<file path="config.mk">
export PLATFORM = sky130hd
export DESIGN_NAME = scd_dispatch
export DESIGN_NICKNAME = d
export VERILOG_FILES = /design/src/logic/scd_pkg.sv /design/src/logic/scd_dispatch.sv
export SDC_FILE = /design/constraint.sdc
export NUM_CORES = 1
export LEC_CHECK = 0
export ABC_AREA = 1
export BUFFER_PORTS_ARGS = -buffer_cell sky130_fd_sc_hd__buf_4
export CAP_MARGIN = 10
export CORE_MARGIN = 2
export CORE_UTILIZATION = 47
export DETAILED_ROUTE_END_ITERATION = 12
export PLACE_DENSITY = 0.81
export SYNTH_ARGS = -nofsm -noshare
export SYNTH_HDL_FRONTEND = slang
export SYNTH_SLANG_ARGS = --single-unit
</file>
<file path="constraint.sdc">
create_clock -name clk_i -period 1.7 [get_ports clk_i]
set_input_delay 0.255 -clock clk_i [delete_from_list [all_inputs] [get_ports clk_i]]
set_output_delay 0.255 -clock clk_i [all_outputs]
set_load 0.01 [all_outputs]
</file>
<file path="src/logic/scd_pkg.sv">
// Package for the supervisory call dispatcher: opcodes, function codes,
// parameter block addresses, guard key constants and return codes.
// Assumes an 8-bit core with a 256-byte page 0 SRAM.
package scd_pkg;
  localparam logic [7:0] SCD_OP_CALL = 8'h00;
  localparam logic [7:0] SCD_FN_BOOT = 8'h00;
  localparam logic [7:0] SCD_FN_READ = 8'h01;
  localparam logic [7:0] SCD_FN_WRITE = 8'h02;
  localparam logic [7:0] SCD_FN_ERASE = 8'h03;
  localparam logic [7:0] SCD_FN_ERASE_ALL = 8'h05;
  localparam logic [7:0] SCD_FN_TABLE = 8'h06;
  localparam logic [7:0] SCD_FN_CHECKSUM = 8'h07;
  localparam logic [7:0] SCD_FIRST_GUARD_KEY_VALUE = 8'h3A;
  localparam logic [7:0] SCD_SECOND_GUARD_KEY_OFFSET = 8'h03;
  localparam logic [7:0] SCD_PB_FIRST_GUARD_KEY = 8'hF8;
  localparam logic [7:0] SCD_PB_SECOND_GUARD_KEY = 8'hF9;
  localparam logic [7:0] SCD_PB_BLOCK = 8'hFA;
  localparam logic [7:0] SCD_PB_POINTER = 8'hFB;
  localparam logic [7:0] SCD_PB_CLOCK = 8'hFC;
  localparam logic [7:0] SCD_PB_MODE = 8'hFD;
  localparam logic [7:0] SCD_PB_DELAY = 8'hFE;
  localparam logic [7:0] SCD_PB_PCL = 8'hFF;
  localparam logic [7:0] SCD_RC_OK = 8'h00;
  localparam logic [7:0] SCD_RC_PROTECT = 8'h01;
  localparam logic [7:0] SCD_RC_SWRESET = 8'h02;
  localparam logic [7:0] SCD_RC_FATAL = 8'h03;
  localparam logic [7:0] SCD_STACK_BOOT = 8'h00;
  localparam logic [7:0] SCD_STACK_READ = 8'h07;
  localparam logic [7:0] SCD_STACK_WRITE = 8'h0A;
  localparam logic [7:0] SCD_STACK_ERASE = 8'h09;
  localparam logic [7:0] SCD_STACK_ERASE_ALL = 8'h0B;
  localparam logic [7:0] SCD_STACK_SMALL = 8'h03;

  typedef enum logic [2:0] {
    SCD_IDLE = 3'b000,
    SCD_FIRST_GUARD_KEY = 3'b001,
    SCD_SECOND_GUARD_KEY = 3'b011,
    SCD_RUN = 3'b010,
    SCD_RESULT = 3'b110,
    SCD_HALT = 3'b111
  } scd_state_t;
endpackage

</file>
<file path="src/logic/scd_dispatch.sv">
// Supervisory call dispatcher: decodes the call opcode, checks the guard
// keys in the page 0 parameter block and starts one flash routine.
// Assumes a core that stalls on busy_o and a flash engine with start/done.
// Summary of operation
// - Opcode 00h enters supervisory ROM space instead of executing as ordinary code.
// - Codes 00h,01h,02h,03h,05h,06h,07h select routines; each needs its stack space.
// - An undefined function code from user code halts the processor.
// - Second guard key must equal stack pointer at call plus three.
// - Any guard key mismatch halts, except for the boot reset function.
// - Parameter block sits at page 0 addresses F8h to FFh.
// - Flash control registers are visible only while running supervisory ROM.
// - Four auxiliary rows exist; full erase leaves them untouched.
// - External programmer reaches the same functions in serial programming mode.
// - Return code in first key location: 00h ok, 01h protected, 02h software reset, 03h fatal; the code never writes 02h.
// - Hardware reset clears accumulator and runs boot reset with calibration checksum.
`timescale 1ns/1ps
module scd_dispatch
  import scd_pkg::*;
(
  input wire logic clk_i, // 20 MHz clock
  input wire logic rst_n_i, // Async reset, active low
  input wire logic op_valid_i, // Fetched opcode is valid
  input wire logic [7:0] opcode_i, // Fetched opcode
  input wire logic [7:0] acc_i, // Accumulator value
  input wire logic [7:0] sp_i, // Stack pointer value
  input wire logic [15:0] pc_i, // Address of the fetched opcode
  input wire logic serial_mode_i, // External programmer mode
  input wire logic serial_req_i, // Test queue request pulse
  input wire logic [7:0] serial_fn_i, // Test queue function code
  output logic sram_rd_o, // Parameter block read strobe
  output logic sram_wr_o, // Parameter block write strobe
  output logic [7:0] sram_addr_o, // Parameter block address
  output logic [7:0] sram_wdata_o, // Parameter block write data
  input wire logic [7:0] sram_rdata_i, // Data for previous read
  output logic flash_start_o, // Start routine pulse
  output logic [7:0] flash_fn_o, // Routine function code
  output logic flash_keep_aux_o, // Protect auxiliary rows
  input wire logic flash_done_i, // Routine finished pulse
  input wire logic flash_denied_i, // Block protection refused
  input wire logic flash_fatal_i, // Fatal error in routine
  input wire logic cal_ok_i, // Calibration checksum good
  input wire logic flash_has_rc_i, // Routine leaves a return code
  output logic busy_o, // Core must stall
  output logic sup_mode_o, // Flash control registers visible
  output logic acc_clear_o, // Clear accumulator pulse
  output logic halt_o, // Processor halted
  output logic resume_o, // Resume pulse
  output logic [15:0] resume_pc_o // Resume address
);
  scd_state_t state_reg;
  scd_state_t state_next;
  logic [7:0] fn_reg;
  logic [7:0] fn_next;
  logic [7:0] sp_reg;
  logic [7:0] sp_next;
  logic [15:0] pc_reg;
  logic [15:0] pc_next;
  logic ext_reg;
  logic ext_next;
  logic halt_reg;
  logic halt_next;
  logic boot_reg;
  logic boot_next;

  logic defined_fn;
  logic [7:0] req_fn;
  logic call_req;
  logic [7:0] rc_code;

  always_comb begin
    case (fn_reg)
      SCD_FN_BOOT: defined_fn = 1'b1;
      SCD_FN_READ: defined_fn = 1'b1;
      SCD_FN_WRITE: defined_fn = 1'b1;
      SCD_FN_ERASE: defined_fn = 1'b1;
      SCD_FN_ERASE_ALL: defined_fn = 1'b1;
      SCD_FN_TABLE: defined_fn = 1'b1;
      SCD_FN_CHECKSUM: defined_fn = 1'b1;
      default: defined_fn = 1'b0;
    endcase
  end

  // Return code chosen from the routine's outcome
  always_comb begin
    if (flash_denied_i) begin
      rc_code = SCD_RC_PROTECT;
    end else begin
      rc_code = SCD_RC_OK;
    end
  end

  // Serial test queue takes the place of the core's call
  assign call_req = serial_mode_i ? serial_req_i
                                  : (op_valid_i && opcode_i == SCD_OP_CALL);
  assign req_fn = serial_mode_i ? serial_fn_i : acc_i;

  always_comb begin
    state_next = state_reg;
    fn_next = fn_reg;
    sp_next = sp_reg;
    pc_next = pc_reg;
    ext_next = ext_reg;
    halt_next = halt_reg;
    boot_next = boot_reg;
    sram_rd_o = 1'b0;
    sram_wr_o = 1'b0;
    sram_addr_o = SCD_PB_FIRST_GUARD_KEY;
    sram_wdata_o = SCD_RC_OK;
    resume_o = 1'b0;
    case (state_reg)
      SCD_IDLE: begin
        if (boot_reg) begin
          // Reset entry: accumulator cleared, boot routine runs
          fn_next = SCD_FN_BOOT;
          boot_next = 1'b0;
          ext_next = 1'b0;
          state_next = SCD_RUN;
        end else if (call_req && !halt_reg) begin
          fn_next = req_fn;
          sp_next = sp_i;
          pc_next = pc_i + 16'h0001;
          ext_next = serial_mode_i;
          state_next = SCD_FIRST_GUARD_KEY;
          sram_rd_o = 1'b1;
          sram_addr_o = SCD_PB_FIRST_GUARD_KEY;
        end
      end
      SCD_FIRST_GUARD_KEY: begin
        sram_rd_o = 1'b1;
        sram_addr_o = SCD_PB_SECOND_GUARD_KEY;
        // Undefined code halts before the keys matter
        if (!defined_fn) begin
          state_next = SCD_HALT;
        end else if (fn_reg == SCD_FN_BOOT) begin
          state_next = SCD_RUN;
        end else if (sram_rdata_i != SCD_FIRST_GUARD_KEY_VALUE) begin
          state_next = SCD_HALT;
        end else begin
          state_next = SCD_SECOND_GUARD_KEY;
        end
      end
      SCD_SECOND_GUARD_KEY: begin
        if (sram_rdata_i != sp_reg + SCD_SECOND_GUARD_KEY_OFFSET) begin
          state_next = SCD_HALT;
        end else begin
          state_next = SCD_RUN;
        end
      end
      SCD_RUN: begin
        // Wait for the routine's done pulse
        if (flash_done_i) begin
          if (flash_fatal_i || (fn_reg == SCD_FN_BOOT && !cal_ok_i)) begin
            state_next = SCD_HALT;
          end else begin
            state_next = SCD_RESULT;
          end
        end
      end
      SCD_RESULT: begin
        // Table read and checksum reuse the key slot for data
        sram_wr_o = flash_has_rc_i && fn_reg != SCD_FN_BOOT;
        sram_addr_o = SCD_PB_FIRST_GUARD_KEY;
        sram_wdata_o = rc_code;
        resume_o = 1'b1;
        state_next = SCD_IDLE;
      end
      SCD_HALT: begin
        sram_wr_o = 1'b1;
        sram_addr_o = SCD_PB_FIRST_GUARD_KEY;
        sram_wdata_o = SCD_RC_FATAL;
        // Sticky until the next reset
        halt_next = 1'b1;
        state_next = SCD_IDLE;
      end
      default: state_next = SCD_IDLE;
    endcase
  end

  // Start pulse issued on entry to the run state
  logic run_entered_reg;
  logic run_entered_next;
  always_comb begin
    run_entered_next = (state_reg != SCD_RUN) && (state_next == SCD_RUN);
  end

  // State registers
  always_ff @(posedge clk_i or negedge rst_n_i) begin
    if (!rst_n_i) begin
      state_reg <= SCD_IDLE;
      fn_reg <= SCD_FN_BOOT;
      sp_reg <= 8'h00;
      pc_reg <= 16'h0000;
      ext_reg <= 1'b0;
      halt_reg <= 1'b0;
      boot_reg <= 1'b1;
      run_entered_reg <= 1'b0;
    end else begin
      state_reg <= state_next;
      fn_reg <= fn_next;
      sp_reg <= sp_next;
      pc_reg <= pc_next;
      ext_reg <= ext_next;
      halt_reg <= halt_next;
      boot_reg <= boot_next;
      run_entered_reg <= run_entered_next;
    end
  end

  // Outputs toward the core and the flash engine
  assign flash_start_o = run_entered_reg;
  assign flash_fn_o = fn_reg;
  assign flash_keep_aux_o = 1'b1;
  assign busy_o = (state_reg != SCD_IDLE) || boot_reg;
  assign sup_mode_o = busy_o;
  assign acc_clear_o = boot_reg;
  assign halt_o = halt_reg;
  assign resume_pc_o = pc_reg;
endmodule

</file>
==> results of run 1 <==
-- metal layers --
layer / track usage (%) / vias up / part of all wire (%)
met2: 35.56 / 72 / 48
met3: 6.878 / 7 / 8.1
li1: - / 1215 / -
met1: 25.63 / 1030 / 43
met4: 5.263 / 0 / 0.93
met5: 0 / - / 0
-- kinds of logic (layout without fill, tap and decap cells) --
kind of cell    after synthesis  after routing  share of synthesized area [%]
flops                        38             38                          39.47
mux                           6              6                          2.490
fa+ha+maj                     2              2                          1.037
xor+xnor                     15             15                          5.446
simple gates                170            170                          31.38
other cells                   2             14                         0.3113
buf+inv                      58            152                          11.67
compound gates               39             39                          8.195
-- stage by stage --
stage | setup TNS, ns | instances | cell area (um^2)
after floorplan | 0 | 342 | 2457
after global placement | 0 | 494 | 3176
after detailed placement | 0 | 494 | 3176
after CTS | 0 | 503 | 3273
after global routing | -0.1297 | 506 | 3306
final | 0 | 506 | 3306
-- worst min-delay path: stages --
cell and delay [ns]:
buf_4 0.08, nand2_1 0.04, nand2_1 0.04
-- final cells by class --
type | count | area share, %
clock buffers | 8 | 2.422
well taps | 70 | 2.650
multi-input cells | 246 | 37.55
repair buffers | 107 | 24.38
flip-flops and latches | 38 | 28.80
inverters | 37 | 4.201
-- power by group through the flow --
stage,sequential (uW),combinational [uW],clock [uW]
2_1_floorplan,1760,1170,0
3_3_place_gp,1660,2140,0
3_5_place_dp,1670,2200,0
4_1_cts,1670,2210,598
5_1_grt,1720,2540,638
6_report,1670,2260,584
-- cells in the final DEF (no fill, tap or decap), types with 2 or more instances in the layout --
master,n
buf_4,106
nand2_1,100
dfrtp_1,37
inv_1,34
nor2_1,23
o21ai_0,19
o21ai_1,18
nand3_1,14
conb_1,14
nor2_2,9
xor2_1,9
xnor2_1,6
mux2i_1,6
nor3_1,5
nand2_2,5
clkbuf_8,5
nand3b_1,3
inv_2,3
nand3_2,3
clkbuf_1,3
nor2_4,2
nand4_1,2
-- final timing paths --
path                                     start        endpoint  slack, ns  depth (start not counted)
worst min-delay path                   sp_i[3]       sp_reg[3]       0.17                          3
min in group asynchronous              rst_n_i       sp_reg[7]       0.47                          2
worst min register to register  resume_pc_o[1]  resume_pc_o[1]       0.49                          2
worst max-delay path              state_reg[1]       sram_wr_o       0.07                          7
max in group asynchronous              rst_n_i     acc_clear_o       0.87                          2
worst max register to register       sp_reg[0]   flash_start_o       0.12                         11
-- repair_timing --
action                                  4_1_cts  5_1_grt
pin swaps                                     0        2
endpoints found under the hold margin        37        0
endpoints found under the setup margin        2        5
setup buffers                                 0        3
gates resized for setup                       2        4
hold buffers                                  1        0
==> flow_metrics.tcl, run 1 <==
set metrics [dict create \
    cap_viol_max_count 0 \
    leakagePower_uw 0.001777 \
    die_h_um 75.64 \
    fin_util_pct 65.56 \
    preCtsSetupSlack_ns 0.09289 \
    cp-start-kind "flip-flop" \
    cts_sinks 38 \
    grt_max_degree 39 \
    drc 0 \
    grt_antenna_before_repair 0 \
    overflow 0 \
    arrival_ns 1.38 \
    crit_fanout 4 \
    core_um2 5042 \
    p_switching_uw 1828 \
    cts_tree "done" \
    path_clk_slew_ns 0.07 \
    worstPathRequired_ns 1.44 \
    routed_wl_mm 5.727 \
    max_stage_delay_ns 0.40 \
    place.gp.congestion 0.8916 \
    wl_per_cell_um 11.32 \
    p_comb_share_pct 50.1 \
    max_freq_mhz 611.7 \
    seq_area_um2 952.2 \
    yosysUniqueCellTypes 30 \
    critPathBufInv 3 \
    yosysMostFrequentCell "nand2_1" \
    dp_hpwl_mm 4.574 \
    finalPower_uw 4519 \
    synth_top_area_share_pct 38.38 \
    min_path_type "primary input to flip-flop" \
    antenna_left 0 \
    cts_buffer_depth 2 \
    fp.dieW_um 75.64 \
    slowest_stage "dfrtp_1" \
    syn-mean-instance-area_um2 7.310 \
    holdWs_ns 0.1700 \
    largest_reg_flops 16 \
    clock_power_share_pct 12.9 \
    port_buffers 100 \
    fin_nets 503 \
    synth_edf_count 0 \
    die_area_um2 5721 \
    multi_input_area_um2 1241 \
    swShare_pct 40.44 \
    n_fill_cell 456 \
    synth_common_cells "nand2_1, dfrtp_1, inv_1, nor2_1, o21ai_0" \
    antennaDiodeCount 0 \
    critPathKind "flip-flop to output pin" \
    slew_violations 0 \
    synth_cells 330 \
    ioPinCount 115 \
    synth.area.top_cells "dfrtp_1, nand2_1, inv_1, buf_4, nor2_1" \
    finalSetupViolCount 0 \
    start_util_pct 47.84 \
    yosys_warnings 0 \
    via_per_inst 4.593 \
    area_growth_pct 37.03 \
    fin_skew_ns 0.004820 \
    final.period_utilization_pct 96.16 \
    pwr-share-seq_pct 37.0 \
    power.internal_uw 2692 \
    syn-cell-area_um2 2412 \
    synth_top_area_cell "dfrtp_1" \
    fin_crit_ns 1.635 \
    insertion_delay_ns 0.28 \
    first_pass_iters 5 \
    htreeDepth 2 \
    setup_ws_ns 0.06520 \
    grt_pass1_wl_mm 9.004 \
    grtUsageTotal_pct 20.87 \
    rows 26 \
    vdd_ir_drop_max_v 0.0006333 \
    synth-seq-cells 38 \
    drive_gt1_share_pct 31.42 \
    outcome "finished, final reports clean" \
    ys.flop_type "dfrtp_1" \
    drt_iter0_drc 115 \
    first_global_vias 2070 \
    vias 2324 \
    critPathTopFamily "flip-flops" \
    power_density_nw_per_um2 1367 \
    ys_seq_area_share_pct 39.47 \
    end_kind "output pin" \
    path_cells "inv_2, nor2_1, inv_1, nor2_2, nand2_1, o21ai_0, buf_4" \
    rsz0062_at_grt "yes" \
    cts_buffers 5 \
    async_flop_share_pct 100.0 \
    cts_root_buf "clkbuf_8" \
    hold_viol_final 0 \
]
No activity file was read; power rests on OpenSTA's default activity.
==> inputs of run 2 (changes only) <==
--- a/config.mk
+++ b/config.mk
@@ -8,6 +8,7 @@
 export ABC_AREA = 1
 export BUFFER_PORTS_ARGS = -buffer_cell sky130_fd_sc_hd__buf_4
 export CAP_MARGIN = 10
+export CORE_ASPECT_RATIO = 0.9
 export CORE_MARGIN = 2
 export CORE_UTILIZATION = 47
 export DETAILED_ROUTE_END_ITERATION = 12
==> run 2 against run 1 <==
  * Flip-flop and latch count stayed put
  * Final cell count down 1.4%
  * Combinational power rose by 4%
  * Register-to-register slack improved by 0.08 ns
==> flow_metrics.tcl, run 2 (synthesis gave the netlist of run 1 again) <==
set metrics [dict create \
    outcome "finished, final reports clean" \
    cts_buffer_depth 2 \
    antenna_left 0 \
    first_pass_iters 4 \
    cts_root_buf "clkbuf_8" \
    worstPathRequired_ns 1.44 \
    first_global_vias 2295 \
    p_switching_uw 1929 \
    vias 2381 \
    die_area_um2 5722 \
    dp_hpwl_mm 4.881 \
    grt_max_degree 39 \
    drc 0 \
    fp.dieW_um 79.52 \
    via_per_inst 4.772 \
    cts_sinks 38 \
    hold_depth 3 \
    cts_tree "done" \
    largest_reg_flops 16 \
    area_growth_pct 39.21 \
    finalPower_uw 4756 \
    layout_commonest_cell "buf_4" \
    cap_viol_max_count 0 \
    mostFrequentLayoutCells "buf_4, nand2_1, dfrtp_1" \
    overflow 0 \
    cts_buffers 5 \
    clock_power_share_pct 15.3 \
    antennaDiodeCount 0 \
    power_density_nw_per_um2 1416 \
    insertion_delay_ns 0.29 \
    finalSetupViolCount 0 \
    slew_violations 0 \
    grt_pass1_wl_mm 9.811 \
    wl_per_cell_um 12.13 \
    die_h_um 71.97 \
    final.period_utilization_pct 97.41 \
    grt_antenna_before_repair 0 \
    max_freq_mhz 603.8 \
    final_cell_area_um2 3358 \
    power.internal_uw 2827 \
    fin_nets 501 \
    htreeDepth 2 \
    swShare_pct 40.56 \
    p_comb_share_pct 49.2 \
    leakagePower_uw 0.001789 \
    n_fill_cell 443 \
    hold_viol_final 0 \
    grtUsageTotal_pct 22.08 \
    arrival_ns 1.40 \
    hp-start "sp_i[3]" \
    ioPinCount 115 \
    fin_crit_ns 1.656 \
    rows 24 \
    routed_wl_mm 6.051 \
    critPathKind "flip-flop to output pin" \
    start_util_pct 49.28 \
    setup.worst_path.start "state_reg[2]" \
    pwr-share-seq_pct 35.5 \
    min_path_type "primary input to flip-flop" \
    ff2ff_path_depth 10 \
    placed_area_um2 3169 \
    place.gp.congestion 0.7911 \
    crit_fanout 5 \
    fin_skew_ns 0.002206 \
    cp-start-kind "flip-flop" \
    end_kind "output pin" \
    r2r_start "sp_reg[0]" \
    path_clk_slew_ns 0.07 \
    drive_gt1_share_pct 33.41 \
    core_um2 4895 \
    drt_iter0_drc 84 \
    port_buffers 100 \
    vdd_ir_drop_max_v 0.0008181 \
]
-- run 2: repair_timing --
action	CTS	global route
hold buffers	1	0
endpoints found under the hold margin	37	0
pin swaps	0	1
endpoints found under the setup margin	1	6
gates resized for setup	1	18
setup buffers	0	1
-- run 2: area by class of cell --
class,count,area [um^2],area share (%)
Timing Repair Buffer,105,790.8,23.55
Tap cell,65,81.33,2.422
Sequential cell,38,953.4,28.39
Clock buffer,8,110.1,3.279
Multi-Input combinational cell,246,1284,38.23
Inverter,37,138.9,4.136
-- run 2: routing by layer --
| metal | wire, um | track usage [%] | up-vias |
|---|---|---|---|
| met4 | 121 | 7.088 | 0 |
| met5 | 0 | 0 | - |
| met3 | 542 | 6.965 | 12 |
| met1 | 2460 | 25.79 | 1062 |
| li1 | - | - | 1211 |
| met2 | 2927 | 38.75 | 96 |
-- run 2: power groups by stage --
stage	combinational [uW]	clock, uW	sequential, uW
after floorplan	1170	0	1760
after global placement	2140	0	1660
after detailed placement	2230	0	1670
after CTS	2240	740	1660
after global routing	2640	773	1760
final	2340	726	1690
-- run 2: path summary, 6_finish.rpt --
check,endpoint,slack [ns]
setup / recovery,sram_rd_o,0.04
hold / removal,sp_reg[3],0.15
setup reg to reg,state_reg[2],0.20
hold reg to reg,resume_pc_o[10],0.49
max in group asynchronous,state_reg[2],0.88
min in group asynchronous,resume_pc_o[3],0.44
-- run 2: metrics by stage --
stage	setup WS [ns]	cells	util, %	setup TNS (ns)	hold slack, ns
2_1_floorplan	0.1469	342	-	0	-0.04059
4_1_cts	0.001875	498	67.31	0	0.1509
3_3_place_gp	0.1827	489	64.75	0	0.2428
6_report	0.04395	499	68.61	0	0.1529
5_1_grt	-0.001343	499	68.61	-0.001343	0.1490
3_5_place_dp	0.1260	489	64.75	0	0.2486
-- run 2: critical path, cell delays in order, from the launching register on --
cell	delay [ns]
dfrtp_2	0.45
nor3_1	0.35
inv_1	0.10
nand2_1	0.08
buf_4	0.13
==> inputs of run 3 (changes only) <==
--- a/config.mk
+++ b/config.mk
@@ -10,9 +10,10 @@
 export CAP_MARGIN = 10
 export CORE_ASPECT_RATIO = 0.9
 export CORE_MARGIN = 2
-export CORE_UTILIZATION = 47
+export CORE_UTILIZATION = 48
+export CTS_BUF_LIST = sky130_fd_sc_hd__clkbuf_8
 export DETAILED_ROUTE_END_ITERATION = 12
-export PLACE_DENSITY = 0.81
+export PLACE_DENSITY = 0.82
 export SYNTH_ARGS = -nofsm -noshare
 export SYNTH_HDL_FRONTEND = slang
 export SYNTH_SLANG_ARGS = --single-unit
==> run 3 against run 2 <==
  * Critical path depth unchanged
  * Worst hold slack better by 0.0090 ns
  * Sequential power about the same
  * Final cell count up 0.40%
  * Worst setup slack better by 0.0037 ns
  * Die area down 2.0%
  * Clock power down 13%
  * First-iteration DRC count up 19%
  * Critical path type unchanged
  * Critical endpoint unchanged
  * Largest cell class unchanged
==> flow_metrics.tcl, run 3 (synthesis gave the netlist of run 1 again) <==
set metrics [dict create \
    die_h_um 71.26 \
    drc 0 \
    grt_antenna_before_repair 0 \
    preCtsSetupSlack_ns 0.05324 \
    htreeDepth 2 \
    grt_pass1_wl_mm 10.12 \
    leakagePower_uw 0.001790 \
    dp_hpwl_mm 4.817 \
    overflow 0 \
    min_path_type "primary input to flip-flop" \
    vias 2369 \
    first_global_vias 2346 \
    rrSetupSlack_ns 0.17 \
    n_fill_cell 424 \
    largest_reg_flops 16 \
    critPathKind "flip-flop to output pin" \
    ioPinCount 115 \
    path_cells "nor3_1, inv_1, nand2_1, buf_4" \
    cts_tree "done" \
    critPathTopFamily "flip-flops" \
    cp-start-kind "flip-flop" \
    setup_ws_ns 0.04763 \
    layout_commonest_cell "buf_4" \
    fp.dieW_um 78.73 \
    cap_viol_max_count 0 \
    area_growth_pct 38.02 \
    place.gp.congestion 0.8027 \
    seq_area_um2 953.4 \
    mostFrequentLayoutCells "buf_4, nand2_1, dfrtp_1" \
    drive_gt1_share_pct 32.11 \
    cts_buffers 5 \
    vdd_ir_drop_max_v 0.0007825 \
    r2r_start "sp_reg[0]" \
    grt_max_degree 39 \
    fin_skew_ns 0.006123 \
    grtUsageTotal_pct 22.77 \
    core_um2 4835 \
    port_buffers 100 \
    arrival_ns 1.40 \
    multi_input_area_um2 1256 \
    finalSetupViolCount 0 \
    die_area_um2 5610 \
    slew_violations 0 \
    critPathBufInv 2 \
    hold_viol_final 0 \
    fin_crit_ns 1.652 \
    end_kind "output pin" \
    routed_wl_mm 6.049 \
    rows 24 \
    insertion_delay_ns 0.29 \
    start_util_pct 49.90 \
    final.period_utilization_pct 97.20 \
    via_per_inst 4.729 \
    fin_nets 503 \
    first_pass_iters 4 \
    crit_fanout 5 \
    slowest_stage "dfrtp_2" \
    cts_root_buf "clkbuf_8" \
    fin_util_pct 68.87 \
    antenna_left 0 \
    power_density_nw_per_um2 1391 \
    cts_sinks 38 \
    hp-start "sp_i[3]" \
    wl_per_cell_um 12.07 \
    outcome "finished, final reports clean" \
    cts_buffer_depth 2 \
    antennaDiodeCount 0 \
    worstPathRequired_ns 1.44 \
    max_freq_mhz 605.2 \
    drt_iter0_drc 100 \
    path_clk_slew_ns 0.07 \
    setup.worst_path.start "state_reg[2]" \
    max_stage_delay_ns 0.44 \
    rsz0062_at_grt "yes" \
]
## run 3: cell count changes in the layout (fill, tap and decap cells not counted), sizes merged
cell / previous run / this run
buf: 104 / 106
clkbuf: 8 / 6
clkinv: 0 / 1
inv: 37 / 38
## run 3: layout make-up
cell class,instances,share of cell area (%)
multi-input cells,246,37.73
well taps,65,2.443
clock inverters,2,0.2631
inverters,37,4.247
flip-flops and latches,38,28.64
repair buffers,107,24.20
clock buffers,6,2.480
## run 3: final timing paths
check                                 endpoint  cells past startpoint
max in group asynchronous          acc_clear_o                      2
min in group asynchronous       resume_pc_o[2]                      2
worst max-delay path                 sram_rd_o                      4
worst min register to register  resume_pc_o[1]                      2
worst min-delay path                 sp_reg[3]                      3
worst max register to register   flash_start_o                     11
## run 3: worst register-to-register path, cell delays in order (launching register included)
cell and delay [ns]:
dfrtp_1 0.41, inv_1 0.13, ha_4 0.22, xor2_1 0.15, nand2_1 0.07, nor2_1 0.10, nand2_1 0.06, nor2_2 0.07
nand2_1 0.07, nand2_2 0.08, nand2_2 0.06, nor2_2 0.07
## run 3: what timing repair did
item / CTS / global route
hold buffers: 1 / 0
endpoints found under the setup margin: 1 / 7
buffers inserted: 1 / 1
endpoints found under the hold margin: 37 / 0
pin swaps: 1 / 0
gates resized for setup: 1 / 11
## run 3: power by group
| group | switching (uW) | internal [uW] | leakage [uW] |
|---|---|---|---|
| Sequential | 339 | 1330 | 0.000469 |
| Combinational | 1250 | 1080 | 0.00127 |
| Clock | 312 | 321 | 0.0000524 |
## run 3: routing by layer
metal	vias up	global-route usage [%]	wire length, um
li1	1217	-	-
met1	1059	26.67	2543
met2	79	39.32	2907
met3	14	7.557	455
met4	0	7.992	143
met5	-	0	0
## run 3: stage by stage
| stage | hold slack (ns) | TNS (ns) | instances | total power (uW) | instance area (um^2) |
|---|---|---|---|---|---|
| after floorplan | -0.04059 | 0 | 342 | 2929 | 2457 |
| after global placement | 0.2489 | 0 | 490 | 3822 | 3177 |
| after detailed placement | 0.2561 | 0 | 490 | 3899 | 3177 |
| after CTS | 0.1580 | 0 | 500 | 4566 | 3291 |
| after global routing | 0.1703 | -0.01117 | 501 | 5044 | 3329 |
| final | 0.1619 | 0 | 501 | 4632 | 3329 |
